--- config.mk ---
export PLATFORM = sky130hd
export DESIGN_NAME = cspm_top
export DESIGN_NICKNAME = d
export VERILOG_FILES = /design/src/design/cspm_pkg.sv /design/src/design/cspm_clk_div.sv /design/src/design/cspm_top.sv
export SDC_FILE = /design/constraint.sdc
export NUM_CORES = 1
export LEC_CHECK = 0
export BUFFER_PORTS_ARGS = -buffer_cell sky130_fd_sc_hd__buf_2
export CAP_MARGIN = 20
export CORE_MARGIN = 4
export CORE_UTILIZATION = 59
export CTS_CLUSTER_SIZE = 8
export DETAILED_ROUTE_END_ITERATION = 10
export PLACE_DENSITY = 0.95
export SKIP_CTS_REPAIR_TIMING = 1
export SLEW_MARGIN = 20
export SYNTH_ARGS = -nofsm -noshare
export SYNTH_HDL_FRONTEND = slang
export SYNTH_SLANG_ARGS = --single-unit
--- constraint.sdc ---
create_clock -name mclk_i -period 5.1 [get_ports mclk_i]
set_input_delay 0.51 -clock mclk_i [delete_from_list [all_inputs] [get_ports mclk_i]]
set_output_delay 0.51 -clock mclk_i [all_outputs]
set_load 0.02 [all_outputs]
--- src/design/cspm_pkg.sv ---
package cspm_pkg;
	// core clock and derived timing
	localparam int CLK_HZ = 100_000_000;
	localparam int CLK_PERIOD_NS = 10;
	localparam int ACC_UNIT_HZ = 1_000_000;
	localparam int FAST_HZ = 24_000_000;
	localparam int MID_HZ = 12_000_000;
	localparam int SLOW_HZ = 6_000_000;
	localparam logic [7:0] ACC_MOD = 8'(CLK_HZ / ACC_UNIT_HZ);
	localparam int NUM_CLKS = 3;
	localparam int CLK_FAST = 0;
	localparam int CLK_MID = 1;
	localparam int CLK_SLOW = 2;
	// phase steps: the output toggles at twice its frequency
	localparam logic [7:0] CLK_STEP [NUM_CLKS] = '{
		8'(2 * FAST_HZ / ACC_UNIT_HZ),
		8'(2 * MID_HZ / ACC_UNIT_HZ),
		8'(2 * SLOW_HZ / ACC_UNIT_HZ)};
	// activity led pulse stretch, least time rounded up
	localparam int LED_PULSE_NS = 100;
	localparam logic [3:0] LED_PULSE_CYC =
		4'((LED_PULSE_NS + CLK_PERIOD_NS - 1) / CLK_PERIOD_NS);
	localparam int NUM_LEDS = 3;
	localparam int LED_TX = 0;
	localparam int LED_RX = 1;
	localparam int LED_ANY = 2;
	// pin function codes
	localparam int FN_W = 5;
	typedef logic [FN_W-1:0] cspm_fn_t;
	localparam cspm_fn_t FN_TRISTATE = 5'h00;
	localparam cspm_fn_t FN_DRIVE_1 = 5'h01;
	localparam cspm_fn_t FN_DRIVE_0 = 5'h02;
	localparam cspm_fn_t FN_POWER_EN = 5'h03;
	localparam cspm_fn_t FN_TX_LED = 5'h04;
	localparam cspm_fn_t FN_RX_LED = 5'h05;
	localparam cspm_fn_t FN_ANY_LED = 5'h06;
	localparam cspm_fn_t FN_SLEEP = 5'h07;
	localparam cspm_fn_t FN_CLK_FAST = 5'h08;
	localparam cspm_fn_t FN_CLK_MID = 5'h09;
	localparam cspm_fn_t FN_CLK_SLOW = 5'h0A;
	localparam cspm_fn_t FN_CHARGER = 5'h0B;
	localparam cspm_fn_t FN_CHARGER_N = 5'h0C;
	localparam cspm_fn_t FN_BB_WRITE = 5'h0D;
	localparam cspm_fn_t FN_BB_READ = 5'h0E;
	localparam cspm_fn_t FN_BUS_SENSE = 5'h0F;
	localparam cspm_fn_t FN_TIMESTAMP = 5'h10;
	localparam cspm_fn_t FN_KEEP_AWAKE = 5'h11;
	// pins
	localparam int NUM_PINS = 2;
	localparam int PIN_A = 0;
	localparam int PIN_B = 1;
	// register map
	localparam logic [7:0] REG_CFG = 8'h00;
	localparam logic [7:0] REG_STATUS = 8'h04;
	localparam int CFG_A_LSB = 0;
	localparam int CFG_B_LSB = 8;
	localparam int CFG_OVR_BIT = 16;
	localparam cspm_fn_t CFG_A_RST = FN_BUS_SENSE;
	localparam cspm_fn_t CFG_B_RST = FN_KEEP_AWAKE;
	localparam logic CFG_OVR_RST = 1'b0;
	localparam int ST_CONFIGURED = 0;
	localparam int ST_SUSPEND = 1;
	localparam int ST_CHARGER = 2;
	localparam int ST_BUS_POWER = 3;
	localparam int ST_KEEP_AWAKE = 4;
	localparam int ST_PIN_A = 5;
	localparam int ST_PIN_B = 6;
	localparam logic [1:0] RESP_OKAY = 2'h0;
	localparam logic [1:0] RESP_SLVERR = 2'h2;
	typedef enum logic [1:0] {SEL_NONE, SEL_CFG, SEL_STATUS} cspm_reg_e;
endpackage

--- src/design/cspm_clk_div.sv ---
`timescale 1ns/1ns
// fractional divider: average rate is exact, edges jitter by one core cycle
module cspm_clk_div (
	input wire logic mclk_i, // core clock
	input wire logic rst_n_i, // sync reset, active low
	input wire logic run_i, // high lets the clock run
	input wire logic [7:0] step_i, // phase step per core cycle
	output logic clk_o // divided clock
);
	logic [7:0] acc_reg;
	logic [8:0] sum;
	logic clk_reg;

	// wrap of the phase accumulator marks a half period
	assign sum = {1'b0, acc_reg} + {1'b0, step_i};

	// holding the accumulator freezes the clock level while stopped
	always_ff @(posedge mclk_i) begin
		if (!rst_n_i) begin
			acc_reg <= 8'h00;
			clk_reg <= 1'b0;
		end else if (run_i) begin
			if (sum >= {1'b0, cspm_pkg::ACC_MOD}) begin
				acc_reg <= 8'(sum - {1'b0, cspm_pkg::ACC_MOD});
				clk_reg <= ~clk_reg;
			end else begin
				acc_reg <= sum[7:0];
			end
		end
	end

	assign clk_o = clk_reg;
endmodule // cspm_clk_div

--- src/design/cspm_top.sv ---
// Implementation choices: the AXI4-Lite slave port and the placing of the registers.
`timescale 1ns/1ns
// Summary of operation
// - tristate releases the pad; drive options hold a constant 1 or 0
// - power enable low once usb configured, released high in suspend
// - power enable is open drain only, never drives high
// - transmit led pulses the open drain pin low on transmit activity
// - receive led pulses the open drain pin low on receive activity
// - combined led pulses low on activity in either direction
// - sleep indicator low during suspend, high otherwise
// - optional override forces sleep indicator high on a charger port
// - clock outputs at 24, 12 or 6 MHz, stopped in suspend
// - active high charger detect drives high on a charger port
// - active low charger detect pulls low, open drain, on a charger
// - bit-bang write strobe function passes the engine write strobe
// - bit-bang read strobe function passes the engine read strobe
// - bus power sense pin is an input sampled for bus power
// - timestamp pin inverts on each start of frame
// - keep awake is an active low input that blocks suspend
// - each pin function comes from the stored configuration
// - second pin defaults to keep awake
// - first pin defaults to bus power sense
module cspm_top (
	input wire logic mclk_i, // core clock, 100 MHz
	input wire logic rst_n_i, // sync reset, active low
	input wire logic [7:0] s_axi_awaddr_i, // write address
	input wire logic s_axi_awvalid_i, // write address valid
	output logic s_axi_awready_o, // write address ready
	input wire logic [31:0] s_axi_wdata_i, // write data
	input wire logic [3:0] s_axi_wstrb_i, // write byte strobes
	input wire logic s_axi_wvalid_i, // write data valid
	output logic s_axi_wready_o, // write data ready
	output logic [1:0] s_axi_bresp_o, // write response
	output logic s_axi_bvalid_o, // write response valid
	input wire logic s_axi_bready_i, // write response ready
	input wire logic [7:0] s_axi_araddr_i, // read address
	input wire logic s_axi_arvalid_i, // read address valid
	output logic s_axi_arready_o, // read address ready
	output logic [31:0] s_axi_rdata_o, // read data
	output logic [1:0] s_axi_rresp_o, // read response
	output logic s_axi_rvalid_o, // read data valid
	input wire logic s_axi_rready_i, // read data ready
	input wire logic usb_configured_i, // host finished configuration
	input wire logic usb_suspend_i, // usb suspend in effect
	input wire logic charger_detect_i, // dedicated charger port seen
	input wire logic tx_active_i, // data sent to host this cycle
	input wire logic rx_active_i, // data received from host this cycle
	input wire logic sof_i, // start of frame received, pulse
	input wire logic bitbang_write_strobe_n_i, // engine write strobe
	input wire logic bitbang_read_strobe_n_i, // engine read strobe
	input wire logic config_pin_a_i, // pad level, first pin
	output logic config_pin_a_o, // pad drive, first pin
	output logic config_pin_a_oe_o, // pad enable, first pin
	input wire logic config_pin_b_i, // pad level, second pin
	output logic config_pin_b_o, // pad drive, second pin
	output logic config_pin_b_oe_o, // pad enable, second pin
	output logic bus_power_sense_o, // bus power present
	output logic keep_awake_o // suspend must be held off
);
	cspm_pkg::cspm_fn_t sel_reg [cspm_pkg::NUM_PINS];
	logic ovr_reg;
	logic [cspm_pkg::NUM_PINS-1:0] pin_i, out_reg, oe_reg;
	logic [cspm_pkg::NUM_CLKS-1:0] clk_div;
	logic [cspm_pkg::NUM_LEDS-1:0] led_act, led_on;
	logic ts_reg, bus_power_reg, keep_awake_reg;
	logic pwr_on, sleep_hi;
	logic aw_rdy_reg, aw_got_reg, w_rdy_reg, w_got_reg, bvalid_reg, ar_rdy_reg, rvalid_reg;
	logic [7:0] awaddr_reg;
	logic [31:0] wdata_reg, rdata_reg;
	logic [3:0] wstrb_reg;
	logic [1:0] bresp_reg, rresp_reg;
	logic do_wr;

	// address decode shared by the read and write paths
	function automatic cspm_pkg::cspm_reg_e reg_sel(input logic [7:0] addr);
		case (addr)
			cspm_pkg::REG_CFG: reg_sel = cspm_pkg::SEL_CFG;
			cspm_pkg::REG_STATUS: reg_sel = cspm_pkg::SEL_STATUS;
			default: reg_sel = cspm_pkg::SEL_NONE;
		endcase
	endfunction

	// per-pin output mux, returns {enable, level}; inputs never drive
	function automatic logic [1:0] pin_drive(
		input cspm_pkg::cspm_fn_t fn,
		input logic pwr,
		input logic [cspm_pkg::NUM_LEDS-1:0] led,
		input logic slp,
		input logic [cspm_pkg::NUM_CLKS-1:0] clks,
		input logic chg,
		input logic bbw,
		input logic bbr,
		input logic ts);
		case (fn)
			cspm_pkg::FN_TRISTATE: pin_drive = 2'h0;
			cspm_pkg::FN_DRIVE_1: pin_drive = 2'h3;
			cspm_pkg::FN_DRIVE_0: pin_drive = 2'h2;
			cspm_pkg::FN_POWER_EN: pin_drive = {pwr, 1'b0};
			cspm_pkg::FN_TX_LED: pin_drive = {led[cspm_pkg::LED_TX], 1'b0};
			cspm_pkg::FN_RX_LED: pin_drive = {led[cspm_pkg::LED_RX], 1'b0};
			cspm_pkg::FN_ANY_LED: pin_drive = {led[cspm_pkg::LED_ANY], 1'b0};
			cspm_pkg::FN_SLEEP: pin_drive = {1'b1, slp};
			cspm_pkg::FN_CLK_FAST: pin_drive = {1'b1, clks[cspm_pkg::CLK_FAST]};
			cspm_pkg::FN_CLK_MID: pin_drive = {1'b1, clks[cspm_pkg::CLK_MID]};
			cspm_pkg::FN_CLK_SLOW: pin_drive = {1'b1, clks[cspm_pkg::CLK_SLOW]};
			cspm_pkg::FN_CHARGER: pin_drive = {1'b1, chg};
			cspm_pkg::FN_CHARGER_N: pin_drive = {chg, 1'b0};
			cspm_pkg::FN_BB_WRITE: pin_drive = {1'b1, bbw};
			cspm_pkg::FN_BB_READ: pin_drive = {1'b1, bbr};
			cspm_pkg::FN_TIMESTAMP: pin_drive = {1'b1, ts};
			default: pin_drive = 2'h0; // sense, keep awake, unused codes
		endcase
	endfunction

	// ---------------- register bus, write side ----------------
	assign do_wr = aw_got_reg && w_got_reg && !bvalid_reg;

	// address and data are taken independently, in either order
	always_ff @(posedge mclk_i) begin
		if (!rst_n_i) begin
			aw_rdy_reg <= 1'b0;
			aw_got_reg <= 1'b0;
			awaddr_reg <= 8'h00;
		end else if (s_axi_awvalid_i && aw_rdy_reg) begin
			aw_rdy_reg <= 1'b0;
			aw_got_reg <= 1'b1;
			awaddr_reg <= s_axi_awaddr_i;
		end else if (bvalid_reg && s_axi_bready_i) begin
			aw_rdy_reg <= 1'b1;
			aw_got_reg <= 1'b0;
		end else if (!aw_got_reg && !bvalid_reg) begin
			aw_rdy_reg <= 1'b1;
		end
	end

	always_ff @(posedge mclk_i) begin
		if (!rst_n_i) begin
			w_rdy_reg <= 1'b0;
			w_got_reg <= 1'b0;
			wdata_reg <= 32'h0000_0000;
			wstrb_reg <= 4'h0;
		end else if (s_axi_wvalid_i && w_rdy_reg) begin
			w_rdy_reg <= 1'b0;
			w_got_reg <= 1'b1;
			wdata_reg <= s_axi_wdata_i;
			wstrb_reg <= s_axi_wstrb_i;
		end else if (bvalid_reg && s_axi_bready_i) begin
			w_rdy_reg <= 1'b1;
			w_got_reg <= 1'b0;
		end else if (!w_got_reg && !bvalid_reg) begin
			w_rdy_reg <= 1'b1;
		end
	end

	// response once both halves are in; unmapped offsets get slverr
	always_ff @(posedge mclk_i) begin
		if (!rst_n_i) begin
			bvalid_reg <= 1'b0;
			bresp_reg <= cspm_pkg::RESP_OKAY;
		end else if (do_wr) begin
			bvalid_reg <= 1'b1;
			bresp_reg <= (reg_sel(awaddr_reg) == cspm_pkg::SEL_NONE) ?
				cspm_pkg::RESP_SLVERR : cspm_pkg::RESP_OKAY;
		end else if (s_axi_bready_i) begin
			bvalid_reg <= 1'b0;
		end
	end

	// function selection; reset loads the factory defaults, software
	// copies the stored configuration image in after power-up
	always_ff @(posedge mclk_i) begin
		if (!rst_n_i) begin
			sel_reg[cspm_pkg::PIN_A] <= cspm_pkg::CFG_A_RST;
			sel_reg[cspm_pkg::PIN_B] <= cspm_pkg::CFG_B_RST;
			ovr_reg <= cspm_pkg::CFG_OVR_RST;
		end else if (do_wr && reg_sel(awaddr_reg) == cspm_pkg::SEL_CFG) begin
			if (wstrb_reg[cspm_pkg::CFG_A_LSB/8]) begin
				sel_reg[cspm_pkg::PIN_A] <= wdata_reg[cspm_pkg::CFG_A_LSB +: cspm_pkg::FN_W];
			end
			if (wstrb_reg[cspm_pkg::CFG_B_LSB/8]) begin
				sel_reg[cspm_pkg::PIN_B] <= wdata_reg[cspm_pkg::CFG_B_LSB +: cspm_pkg::FN_W];
			end
			if (wstrb_reg[cspm_pkg::CFG_OVR_BIT/8]) begin
				ovr_reg <= wdata_reg[cspm_pkg::CFG_OVR_BIT];
			end
		end
	end

	// ---------------- register bus, read side ----------------
	always_ff @(posedge mclk_i) begin
		if (!rst_n_i) begin
			ar_rdy_reg <= 1'b0;
			rvalid_reg <= 1'b0;
			rdata_reg <= 32'h0000_0000;
			rresp_reg <= cspm_pkg::RESP_OKAY;
		end else if (s_axi_arvalid_i && ar_rdy_reg) begin
			ar_rdy_reg <= 1'b0;
			rvalid_reg <= 1'b1;
			rdata_reg <= 32'h0000_0000;
			rresp_reg <= cspm_pkg::RESP_OKAY;
			case (reg_sel(s_axi_araddr_i))
				cspm_pkg::SEL_CFG: begin
					rdata_reg[cspm_pkg::CFG_A_LSB +: cspm_pkg::FN_W] <= sel_reg[cspm_pkg::PIN_A];
					rdata_reg[cspm_pkg::CFG_B_LSB +: cspm_pkg::FN_W] <= sel_reg[cspm_pkg::PIN_B];
					rdata_reg[cspm_pkg::CFG_OVR_BIT] <= ovr_reg;
				end
				cspm_pkg::SEL_STATUS: begin
					rdata_reg[cspm_pkg::ST_CONFIGURED] <= usb_configured_i;
					rdata_reg[cspm_pkg::ST_SUSPEND] <= usb_suspend_i;
					rdata_reg[cspm_pkg::ST_CHARGER] <= charger_detect_i;
					rdata_reg[cspm_pkg::ST_BUS_POWER] <= bus_power_reg;
					rdata_reg[cspm_pkg::ST_KEEP_AWAKE] <= keep_awake_reg;
					rdata_reg[cspm_pkg::ST_PIN_A] <= config_pin_a_i;
					rdata_reg[cspm_pkg::ST_PIN_B] <= config_pin_b_i;
				end
				default: rresp_reg <= cspm_pkg::RESP_SLVERR;
			endcase
		end else if (rvalid_reg && s_axi_rready_i) begin
			rvalid_reg <= 1'b0;
			ar_rdy_reg <= 1'b1;
		end else if (!rvalid_reg) begin
			ar_rdy_reg <= 1'b1;
		end
	end

	// ---------------- function sources ----------------
	assign pwr_on = usb_configured_i && !usb_suspend_i;
	// charger override wins so a charger-only port never looks asleep
	assign sleep_hi = !usb_suspend_i || (ovr_reg && charger_detect_i);
	assign led_act = {tx_active_i || rx_active_i, rx_active_i, tx_active_i};

	// divided clocks stop in suspend and hold their level
	generate
		for (genvar c = 0; c < cspm_pkg::NUM_CLKS; c++) begin : g_clk
			cspm_clk_div u_div (
				.mclk_i(mclk_i),
				.rst_n_i(rst_n_i),
				.run_i(!usb_suspend_i),
				.step_i(cspm_pkg::CLK_STEP[c]),
				.clk_o(clk_div[c])
			);
		end
	endgenerate

	// stretch one-cycle activity so an led pulse is long enough to see
	generate
		for (genvar l = 0; l < cspm_pkg::NUM_LEDS; l++) begin : g_led
			logic [3:0] cnt_reg;
			always_ff @(posedge mclk_i) begin
				if (!rst_n_i) begin
					cnt_reg <= 4'h0;
				end else if (led_act[l]) begin
					cnt_reg <= cspm_pkg::LED_PULSE_CYC;
				end else if (cnt_reg != 4'h0) begin
					cnt_reg <= cnt_reg - 4'h1;
				end
			end
			assign led_on[l] = (cnt_reg != 4'h0);
		end
	endgenerate

	// frame marker toggles on each start of frame
	always_ff @(posedge mclk_i) begin
		if (!rst_n_i) begin
			ts_reg <= 1'b0;
		end else if (sof_i) begin
			ts_reg <= ~ts_reg;
		end
	end

	// ---------------- pin muxes ----------------
	assign pin_i = {config_pin_b_i, config_pin_a_i};

	generate
		for (genvar p = 0; p < cspm_pkg::NUM_PINS; p++) begin : g_pin
			always_ff @(posedge mclk_i) begin
				if (!rst_n_i) begin
					{oe_reg[p], out_reg[p]} <= 2'h0;
				end else begin
					{oe_reg[p], out_reg[p]} <= pin_drive(sel_reg[p], pwr_on, led_on, sleep_hi,
						clk_div, charger_detect_i, bitbang_write_strobe_n_i,
						bitbang_read_strobe_n_i, ts_reg);
				end
			end
		end
	endgenerate

	// inputs: only a pin holding that function is sampled; with no sense
	// pin selected bus power is taken as present
	always_ff @(posedge mclk_i) begin
		if (!rst_n_i) begin
			bus_power_reg <= 1'b1;
			keep_awake_reg <= 1'b0;
		end else begin
			bus_power_reg <= (sel_reg[cspm_pkg::PIN_A] == cspm_pkg::FN_BUS_SENSE) ? pin_i[cspm_pkg::PIN_A] :
				(sel_reg[cspm_pkg::PIN_B] == cspm_pkg::FN_BUS_SENSE) ? pin_i[cspm_pkg::PIN_B] :
				1'b1;
			keep_awake_reg <=
				((sel_reg[cspm_pkg::PIN_A] == cspm_pkg::FN_KEEP_AWAKE) && !pin_i[cspm_pkg::PIN_A]) ||
				((sel_reg[cspm_pkg::PIN_B] == cspm_pkg::FN_KEEP_AWAKE) && !pin_i[cspm_pkg::PIN_B]);
		end
	end

	assign config_pin_a_o = out_reg[cspm_pkg::PIN_A];
	assign config_pin_a_oe_o = oe_reg[cspm_pkg::PIN_A];
	assign config_pin_b_o = out_reg[cspm_pkg::PIN_B];
	assign config_pin_b_oe_o = oe_reg[cspm_pkg::PIN_B];
	assign bus_power_sense_o = bus_power_reg;
	assign keep_awake_o = keep_awake_reg;
	assign s_axi_awready_o = aw_rdy_reg;
	assign s_axi_wready_o = w_rdy_reg;
	assign s_axi_bvalid_o = bvalid_reg;
	assign s_axi_bresp_o = bresp_reg;
	assign s_axi_arready_o = ar_rdy_reg;
	assign s_axi_rvalid_o = rvalid_reg;
	assign s_axi_rdata_o = rdata_reg;
	assign s_axi_rresp_o = rresp_reg;

	logic [cspm_pkg::FN_W-1:0] fa;
	assign fa = sel_reg[cspm_pkg::PIN_A];
endmodule // cspm_top

==> results of run 1 <==
[layout make-up]
cell class / instances / area (sq um) / share of cell area [%]
Multi-Input combinational cell: 489 / 2850 / 50.7
Sequential cell: 95 / 2000 / 35.7
Timing Repair Buffer: 73 / 368 / 6.55
Tap cell: 105 / 131 / 2.34
Clock buffer: 9 / 124 / 2.21
Inverter: 20 / 75.1 / 1.34
Clock inverter: 6 / 68.8 / 1.23
[stage by stage]
| stage | setup WS (ns) | hold slack [ns] | area (sq um) | power (uW) | instances |
|---|---|---|---|---|---|
| 2_1_floorplan | 2.56 | 0.431 | 5220 | 1270 | 661 |
| 3_3_place_gp | 2.43 | 0.437 | 5420 | 1320 | 782 |
| 6_report | 2.24 | 0.375 | 5620 | 1840 | 797 |
| 3_5_place_dp | 2.34 | 0.444 | 5420 | 1360 | 782 |
| 4_1_cts | 2.28 | 0.357 | 5620 | 1850 | 797 |
| 5_1_grt | 2.13 | 0.363 | 5620 | 1950 | 797 |
[path summary, 6_finish.rpt]
path         slack (ns)                      start  cells after the start                         to
max                2.24  g_clk[2].u_div.acc_reg[2]                      8  g_clk[2].u_div.acc_reg[6]
min                0.38          s_axi_wdata_i[10]                      3              wdata_reg[10]
max reg2reg        2.24  g_clk[2].u_div.acc_reg[2]                      8  g_clk[2].u_div.acc_reg[6]
min reg2reg        0.46               wdata_reg[2]                      2               wdata_reg[2]
[worst reg2reg max path, stage by stage (launching register included)]
cell and delay [ns]:
dfxtp_1 0.51, inv_1 0.14, ha_1 0.31, or3b_4 0.41
a2111oi_4 0.39, o22ai_2 0.22, o211a_1 0.18, or4_1 0.47
a21oi_1 0.15
[layout by cell type, fill, tap and decap left out, types with 6 or more instances in the layout]
master     n
nand4_1    6
ha_1      15
inv_1     19
and2_1     8
nand3_1   16
nor4_1     6
o21ai_0   27
nand2_1   91
clkbuf_8   9
conb_1    21
nor2b_1   10
edfxtp_1  10
a22oi_1    6
nand2b_1  18
a21oi_1   74
nor3_1    15
dfxtp_1   85
mux2i_1    6
nor3b_1    7
nor2_1    56
a211oi_1   7
xnor2_1    9
buf_2     72
[layer usage]
metal  vias up  wire (um)  GRT usage [%]
met4         0        247           9.10
li1       2298          -              -
met5         -          0              0
met2       233       5540           38.2
met1      2104       4710           27.0
met3        32       1030           6.89
[logic make-up (layout without fill, tap and decap cells)]
| kind of cell | count (synthesis) | in the layout |
|---|---|---|
| and+or+nand+nor | 265 | 265 |
| AOI/OAI and AO/OA | 164 | 164 |
| DFF | 95 | 95 |
| buffers and inverters | 77 | 108 |
| adders and majority gates | 15 | 15 |
| xor gates and xnor gates | 14 | 14 |
| muxes | 10 | 10 |
| other | 1 | 21 |
[report_power, final]
group | internal, uW | switching (uW) | leakage, uW
logic | 204 | 267 | 0.00137
clock network | 227 | 264 | 0.0000961
registers | 810 | 68.9 | 0.000776
total | 1240 | 600 | 0.00224
==> results.toml, run 1 <==
[timing]
slew_viol_final = 0
hold_violations = 0
post-route-min-period_ns = 2.86
max_freq_ghz = 0.350
setup_tns_ns = 0
rsz0062_at_grt = "no"
post-route-period-util_pct = 56.1
worst_slew_pin_slew_ns = 0.704
setup_viol = 0
slew-limit-headroom_pct = 52.6
skew_ns = 0.00643

[drt]
routedWlPerCell_um = 14.4
finalWirelength_mm = 11.5
drt_pass1_iterations = 5
drc_errors = 0
dr.first_iter.drc_count = 369
postRouteAntennaNets = 0
num_vias = 4667
viasPerCell = 5.86

[synth]
synth_xor_area_share_pct = 2.38
synth_mux_area_share_pct = 2.53
yosysMostFrequentCell = "nand2_1"
synthTopCellsByArea = "dfxtp_1 33%, a21oi_1 7.2%, nand2_1 6.6%"
ys_types = 67
synth_edf_count = 10
synth_top_family_by_area = "simple AND/OR/NAND/NOR gates"
yosysWarningCount = 0
syn_inst = 641
synth_area_per_cell_sq_um = 8.03
synth_flop_cell = "dfxtp_1"
seq_area_frac_synth_pct = 38.9
synth_common_cells = "91 x nand2_1, 85 x dfxtp_1, 74 x a21oi_1"
synth_top_area_share_pct = 33.1
synth-seq-cells = 95
synth-simple-area-share_pct = 25.3
syn_area_sq_um = 5140
yosysTopAreaCell = "dfxtp_1"
postSynth.asyncResetShare_pct = 0
synth_compound_area_share_pct = 19.9
synth_adder_area_share_pct = 3.65

[grt]
grt_pass1_vias = 4298
grt_first_pass_wirelength_mm = 18.9
grt_max_degree = 68
grt_use_total_pct = 22.7
antenna_found_initial = 0
overflow = 0

[finish]
largest_reg_flops = 18
antenna_cells = 0
area_growth_pct = 9.14
n_fill_cell = 661
final_util_pct = 67.3
drive_gt1_share_pct = 14.7
finalNetCount = 772

[power_and_ir_drop]
irDropWorstVdd_mv = 0.276
p_leak_uw = 0.00224
p_per_area_nw_per_um2 = 328

[worst_setup_path]
crit_type = "flop to flop"
crit_chain = "inv_1 -> ha_1 -> or3b_4 -> a2111oi_4 -> o22ai_2 -> o211a_1 -> or4_1 -> a21oi_1"
crit_fanout = 9
cp_slowest_cell = "dfxtp_1"
slowest_delay_ns = 0.51
crit_arrival_ns = 3.16
crit_path_start_kind = "flop"
cp_top_family = "compound AO/OA/AOI/OAI gates"
required_ns = 5.40
end_kind = "flop"
path_buf_inv = 1

[clock_network]
cts.path.max_buffers = 2
cts_tree = "done"
cts_root_buffer = "clkbuf_8"
clkTransAtPathRegs_ns = 0.09
cts_sinks = 95
clk_latency_ns = 0.36
cts_made_buffers = 9
cts_max_level = 3

[die]
core_area_sq_um = 8340
ios = 116
rows = 33
dieArea_sq_um = 10300
die_x_um = 101
start_util_pct = 61.7
fp.dieH_um = 101

[run]
cap_violations = 0

[place]
place_hpwl_mm = 8.34
gp_congestion = 0.873
io_buffers = 72

[worst_hold_path]
hp-class = "input pin to flop"

[run_status]
status = "completed"
(Power assumes the default switching activity.)
==> run 2, diff against run 1 <==
--- a/config.mk
+++ b/config.mk
@@ -8,10 +8,10 @@
 export BUFFER_PORTS_ARGS = -buffer_cell sky130_fd_sc_hd__buf_2
 export CAP_MARGIN = 20
 export CORE_MARGIN = 4
-export CORE_UTILIZATION = 59
+export CORE_UTILIZATION = 49
 export CTS_CLUSTER_SIZE = 8
 export DETAILED_ROUTE_END_ITERATION = 10
-export PLACE_DENSITY = 0.95
+export PLACE_DENSITY = 0.85
 export SKIP_CTS_REPAIR_TIMING = 1
 export SLEW_MARGIN = 20
 export SYNTH_ARGS = -nofsm -noshare
==> constraint.sdc (replaced) <==
create_clock -name mclk_i -period 2.45 [get_ports mclk_i]
set_input_delay 0.245 -clock mclk_i [delete_from_list [all_inputs] [get_ports mclk_i]]
set_output_delay 0.245 -clock mclk_i [all_outputs]
set_load 0.02 [all_outputs]
==> run 2 against run 1 <==
Maximum frequency is 24% higher. Cell area is 3.4% higher. Clock-buffer cell count is the same. Largest power group unchanged.
==> results.toml, run 2 (synthesis gave the netlist of run 1 again) <==
[worst_setup_path]
crit_type = "flop to flop"
required_ns = 2.70
crit_path_start_kind = "flop"
slowest_delay_ns = 0.42
timing.rr.start = "g_clk[2].u_div.acc_reg[3]"
r2r-end = "g_clk[2].u_div.acc_reg[6]"
crit_arrival_ns = 2.56
crit_chain = "inv_1 -> ha_4 -> or3b_4 -> a2111oi_4 -> o22ai_2 -> buf_6 -> a311oi_1 -> or4_1 -> a21oi_1"
end_kind = "flop"
cp_slowest_cell = "a2111oi_4"
ff2ff_setup_slack_ns = 0.14
crit_fanout = 6
r2r_cells = 9

[grt]
grt_use_total_pct = 18.8
grt_max_degree = 72
overflow = 0
grt_pass1_vias = 4384
antenna_found_initial = 0
grt_first_pass_wirelength_mm = 19.7

[worst_hold_path]
min_to = "wstrb_reg[1]"
min_from = "s_axi_wstrb_i[1]"
min_path_cells = 3
hp-class = "input pin to flop"

[drt]
routedWlPerCell_um = 14.0
finalWirelength_mm = 11.7
drc_errors = 0
postRouteAntennaNets = 0
dr.first_iter.drc_count = 414
num_vias = 4668
viasPerCell = 5.56
drt_pass1_iterations = 5

[place]
place_hpwl_mm = 8.68
io_buffers = 72
gp_congestion = 0.874
placed_cell_area_sq_um = 5560
dp_cells = 824
pre_cts_ws_ns = 0.0388

[timing]
worst_slack_ns = 0.143
setup_tns_ns = 0
setup_viol = 0
worst_slew_pin_slew_ns = 0.627
rsz0062_at_grt = "no"
max_freq_ghz = 0.433
post-route-period-util_pct = 94.2
hold_violations = 0
slew_viol_final = 0
post-route-min-period_ns = 2.31
skew_ns = 0.00907
slew-limit-headroom_pct = 57.8

[die]
fp.dieH_um = 110
core_area_sq_um = 10300
rows = 37
start_util_pct = 50.1
die_x_um = 110
dieArea_sq_um = 12200
ios = 116

[power_and_ir_drop]
power_uw = 3930
p_per_area_nw_per_um2 = 676
p_leak_uw = 0.00231
irDropWorstVdd_mv = 0.330

[clock_network]
cts_tree = "done"
cts_sinks = 95
cts_max_level = 3
cts_made_buffers = 9
clk_latency_ns = 0.38
cts_root_buffer = "clkbuf_8"
cts.path.max_buffers = 2
clkTransAtPathRegs_ns = 0.11

[run_status]
status = "completed"

[finish]
drive_gt1_share_pct = 17.6
antenna_cells = 0
mostFrequentLayoutCells = "91 x nand2_1, 80 x dfxtp_1, 73 x a21oi_1"
n_fill_cell = 905
area_growth_pct = 12.9
layout_commonest_cell = "nand2_1"
fin_area_sq_um = 5810
largest_reg_flops = 18
finalNetCount = 783
final_cells = 840

[run]
cap_violations = 0
[run 2: per-layer routing]
| metal | vias up | part of all wire (%) | GRT usage (%) |
|---|---|---|---|
| li1 | 2319 | - | - |
| met1 | 2130 | 43 | 24.6 |
| met2 | 191 | 47 | 30.4 |
| met3 | 28 | 7.9 | 4.49 |
| met4 | 0 | 2.0 | 6.81 |
| met5 | - | 0 | 0 |
[run 2: area by class of cell]
| type | instances | area, sq um | share of cell area, % |
|---|---|---|---|
| clock buffers | 9 | 124 | 2.13 |
| inverters | 20 | 75.1 | 1.29 |
| well taps | 136 | 170 | 2.93 |
| flip-flops and latches | 95 | 2010 | 34.6 |
| clock inverters | 7 | 83.8 | 1.44 |
| multi-input cells | 489 | 2880 | 49.6 |
| repair buffers | 84 | 467 | 8.04 |
[run 2: power breakdown]
group	internal, uW	switching, uW	leakage, uW	total, uW
Clock	412	628	0.000105	1040
Sequential	1690	137	0.000778	1830
Combinational	463	597	0.00143	1060
[run 2: metrics by stage]
stage | hold slack, ns | util (%)
after floorplan | 0.323 | -
after global placement | 0.438 | 54.1
after detailed placement | 0.444 | 54.1
after CTS | 0.0925 | 56.1
after global routing | 0.0948 | 56.5
final | 0.102 | 56.5
[run 2: worst max-delay path by stage]
stage	slack (ns)	start	to	cells after the start
floorplan	0.008	g_clk[2].u_div.acc_reg[2]	g_clk[2].u_div.acc_reg[6]	8
global placement	0.13	g_clk[2].u_div.acc_reg[2]	g_clk[2].u_div.acc_reg[6]	9
detailed placement	0.04	g_clk[2].u_div.acc_reg[2]	g_clk[2].u_div.acc_reg[4]	9
CTS	0.05	g_clk[2].u_div.acc_reg[2]	g_clk[2].u_div.acc_reg[4]	9
global route	0.007	g_clk[2].u_div.acc_reg[2]	g_clk[2].u_div.acc_reg[4]	9
finish	0.14	g_clk[2].u_div.acc_reg[3]	g_clk[2].u_div.acc_reg[6]	9
[run 2: critical path, delay by kind of cell (launching register included)]
| family | cells | cell delay (ns) |
|---|---|---|
| buf+inv | 2 | 0.22 |
| fa+ha+maj | 1 | 0.18 |
| simple gates | 2 | 0.54 |
| flops | 1 | 0.34 |
| compound gates | 4 | 0.90 |
==> run 3, diff against run 2 <==
--- a/config.mk
+++ b/config.mk
@@ -6,12 +6,12 @@
 export NUM_CORES = 1
 export LEC_CHECK = 0
 export BUFFER_PORTS_ARGS = -buffer_cell sky130_fd_sc_hd__buf_2
-export CAP_MARGIN = 20
+export CAP_MARGIN = 10
 export CORE_MARGIN = 4
-export CORE_UTILIZATION = 49
+export CORE_UTILIZATION = 59
 export CTS_CLUSTER_SIZE = 8
 export DETAILED_ROUTE_END_ITERATION = 10
-export PLACE_DENSITY = 0.85
+export PLACE_DENSITY = 0.95
 export SKIP_CTS_REPAIR_TIMING = 1
 export SLEW_MARGIN = 20
 export SYNTH_ARGS = -nofsm -noshare
==> constraint.sdc (replaced) <==
create_clock -name mclk_i -period 2.7 [get_ports mclk_i]
set_input_delay 0.27 -clock mclk_i [delete_from_list [all_inputs] [get_ports mclk_i]]
set_output_delay 0.27 -clock mclk_i [all_outputs]
set_load 0.02 [all_outputs]
==> run 3 against run 2 <==
Combinational power decreased by 15%. Non-clock buffer count decreased by 7. Core utilization increased by 12 points.
==> results.toml, run 3 (synthesis gave the netlist of run 1 again) <==
[clock_network]
cts_sinks = 95
cts.path.max_buffers = 2
clk_latency_ns = 0.37
cts_made_buffers = 9
clkTransAtPathRegs_ns = 0.10
cts_tree = "done"
cts_root_buffer = "clkbuf_8"
cts_max_level = 3

[finish]
multi_input_area_sq_um = 2850
finalNetCount = 776
final_cells = 802
area_growth_pct = 10.3
seqCellArea_sq_um = 2000
largest_reg_flops = 18
layout_commonest_cell = "nand2_1"
antenna_cells = 0
mostFrequentLayoutCells = "91 x nand2_1, 84 x dfxtp_1, 74 x a21oi_1"
drive_gt1_share_pct = 15.6
n_fill_cell = 655

[die]
rows = 33
die_x_um = 101
fp.dieH_um = 101
dieArea_sq_um = 10300
start_util_pct = 61.7
core_area_sq_um = 8340
ios = 116

[timing]
rsz0062_at_grt = "no"
slew-limit-headroom_pct = 54.3
skew_ns = 0.0139
worst_slack_ns = 0.134
setup_tns_ns = 0
slew_viol_final = 0
setup_viol = 0
max_freq_ghz = 0.390
worst_slew_pin_slew_ns = 0.679
post-route-period-util_pct = 95.0
hold_violations = 0
post-route-min-period_ns = 2.57

[place]
pre_cts_ws_ns = 0.0823
io_buffers = 72
dp_cells = 786
gp_congestion = 0.892
place_hpwl_mm = 8.41

[grt]
overflow = 0
grt_use_total_pct = 22.9
grt_first_pass_wirelength_mm = 19.3
grt_max_degree = 41
grt_pass1_vias = 4339
antenna_found_initial = 0

[drt]
wl_met2_mm = 5.83
viasPerCell = 5.97
postRouteAntennaNets = 0
finalWirelength_mm = 12.0
routedWlPerCell_um = 14.9
drc_errors = 0
num_vias = 4785
top_layer = "met4"
routed-wl-met3_mm = 1.04
drt_pass1_iterations = 5
dr.first_iter.drc_count = 323
wl_met1_mm = 4.79

[worst_setup_path]
crit_path_start_kind = "flop"
crit_type = "flop to flop"
crit_chain = "inv_1 -> ha_1 -> or3b_4 -> a2111oi_4 -> o22ai_2 -> o211a_1 -> or4_1 -> a21oi_1"
slowest_delay_ns = 0.47
end_kind = "flop"
required_ns = 3.00
crit_arrival_ns = 2.86
crit_fanout = 7
cp_slowest_cell = "or4_1"
cp_top_family = "compound AO/OA/AOI/OAI gates"
path_buf_inv = 1

[worst_hold_path]
hp-class = "input pin to flop"

[power_and_ir_drop]
power_uw = 3590
p_leak_uw = 0.00227
p_per_area_nw_per_um2 = 633
irDropWorstVdd_mv = 0.328

[run_status]
status = "completed"

[run]
cap_violations = 0
[run 3: cell types whose count changed in the layout (fill, tap and decap cells not counted), sizes merged]
| cell | change |
|---|---|
| clkinv | -1 |
| inv | -2 |
| buf | -7 |
| bufinv | +2 |
| clkinvlp | +1 |
[run 3: stage by stage]
stage / hold WS (ns) / cell area [sq um] / util [%]
6_report: 0.138 / 5680 / 68.1
5_1_grt: 0.132 / 5680 / 68.1
4_1_cts: 0.121 / 5670 / 68.0
3_5_place_dp: 0.444 / 5450 / 65.4
3_3_place_gp: 0.438 / 5450 / 65.4
2_1_floorplan: 0.348 / 5220 / -
[run 3: worst paths after layout]
check                            startpoint                        end  slack (ns)  cells after the start
setup / recovery  g_clk[2].u_div.acc_reg[3]  g_clk[2].u_div.acc_reg[6]        0.13                      8
hold / removal             s_axi_wdata_i[3]               wdata_reg[3]        0.14                      3
setup reg to reg  g_clk[2].u_div.acc_reg[3]  g_clk[2].u_div.acc_reg[6]        0.13                      8
hold reg to reg               awaddr_reg[1]              awaddr_reg[1]        0.46                      2
[run 3: power by group]
group / total [uW] / leakage (uW) / switching (uW) / internal [uW]
Sequential: 1660 / 0.000777 / 134 / 1530
Clock: 1030 / 0.000110 / 507 / 525
Combinational: 897 / 0.00139 / 504 / 394
Total: 3590 / 0.00227 / 1140 / 2450
[run 3: layer usage]
layer	global-route usage, %	vias up
met5	0	-
met4	9.51	0
met3	5.17	28
met2	39.1	221
met1	27.9	2237
li1	-	2299
[run 3: tightest hold or removal path, cell delays in order]
cell and delay [ns]:
buf_2 0.10, nand2_1 0.05, a21oi_1 0.05
[run 3: area by class of cell]
type	instances	area share, %
well taps	105	2.31
flip-flops and latches	95	35.3
clock inverters	7	1.68
inverters	20	1.32
clock buffers	9	2.18
repair buffers	77	7.01
multi-input cells	489	50.2
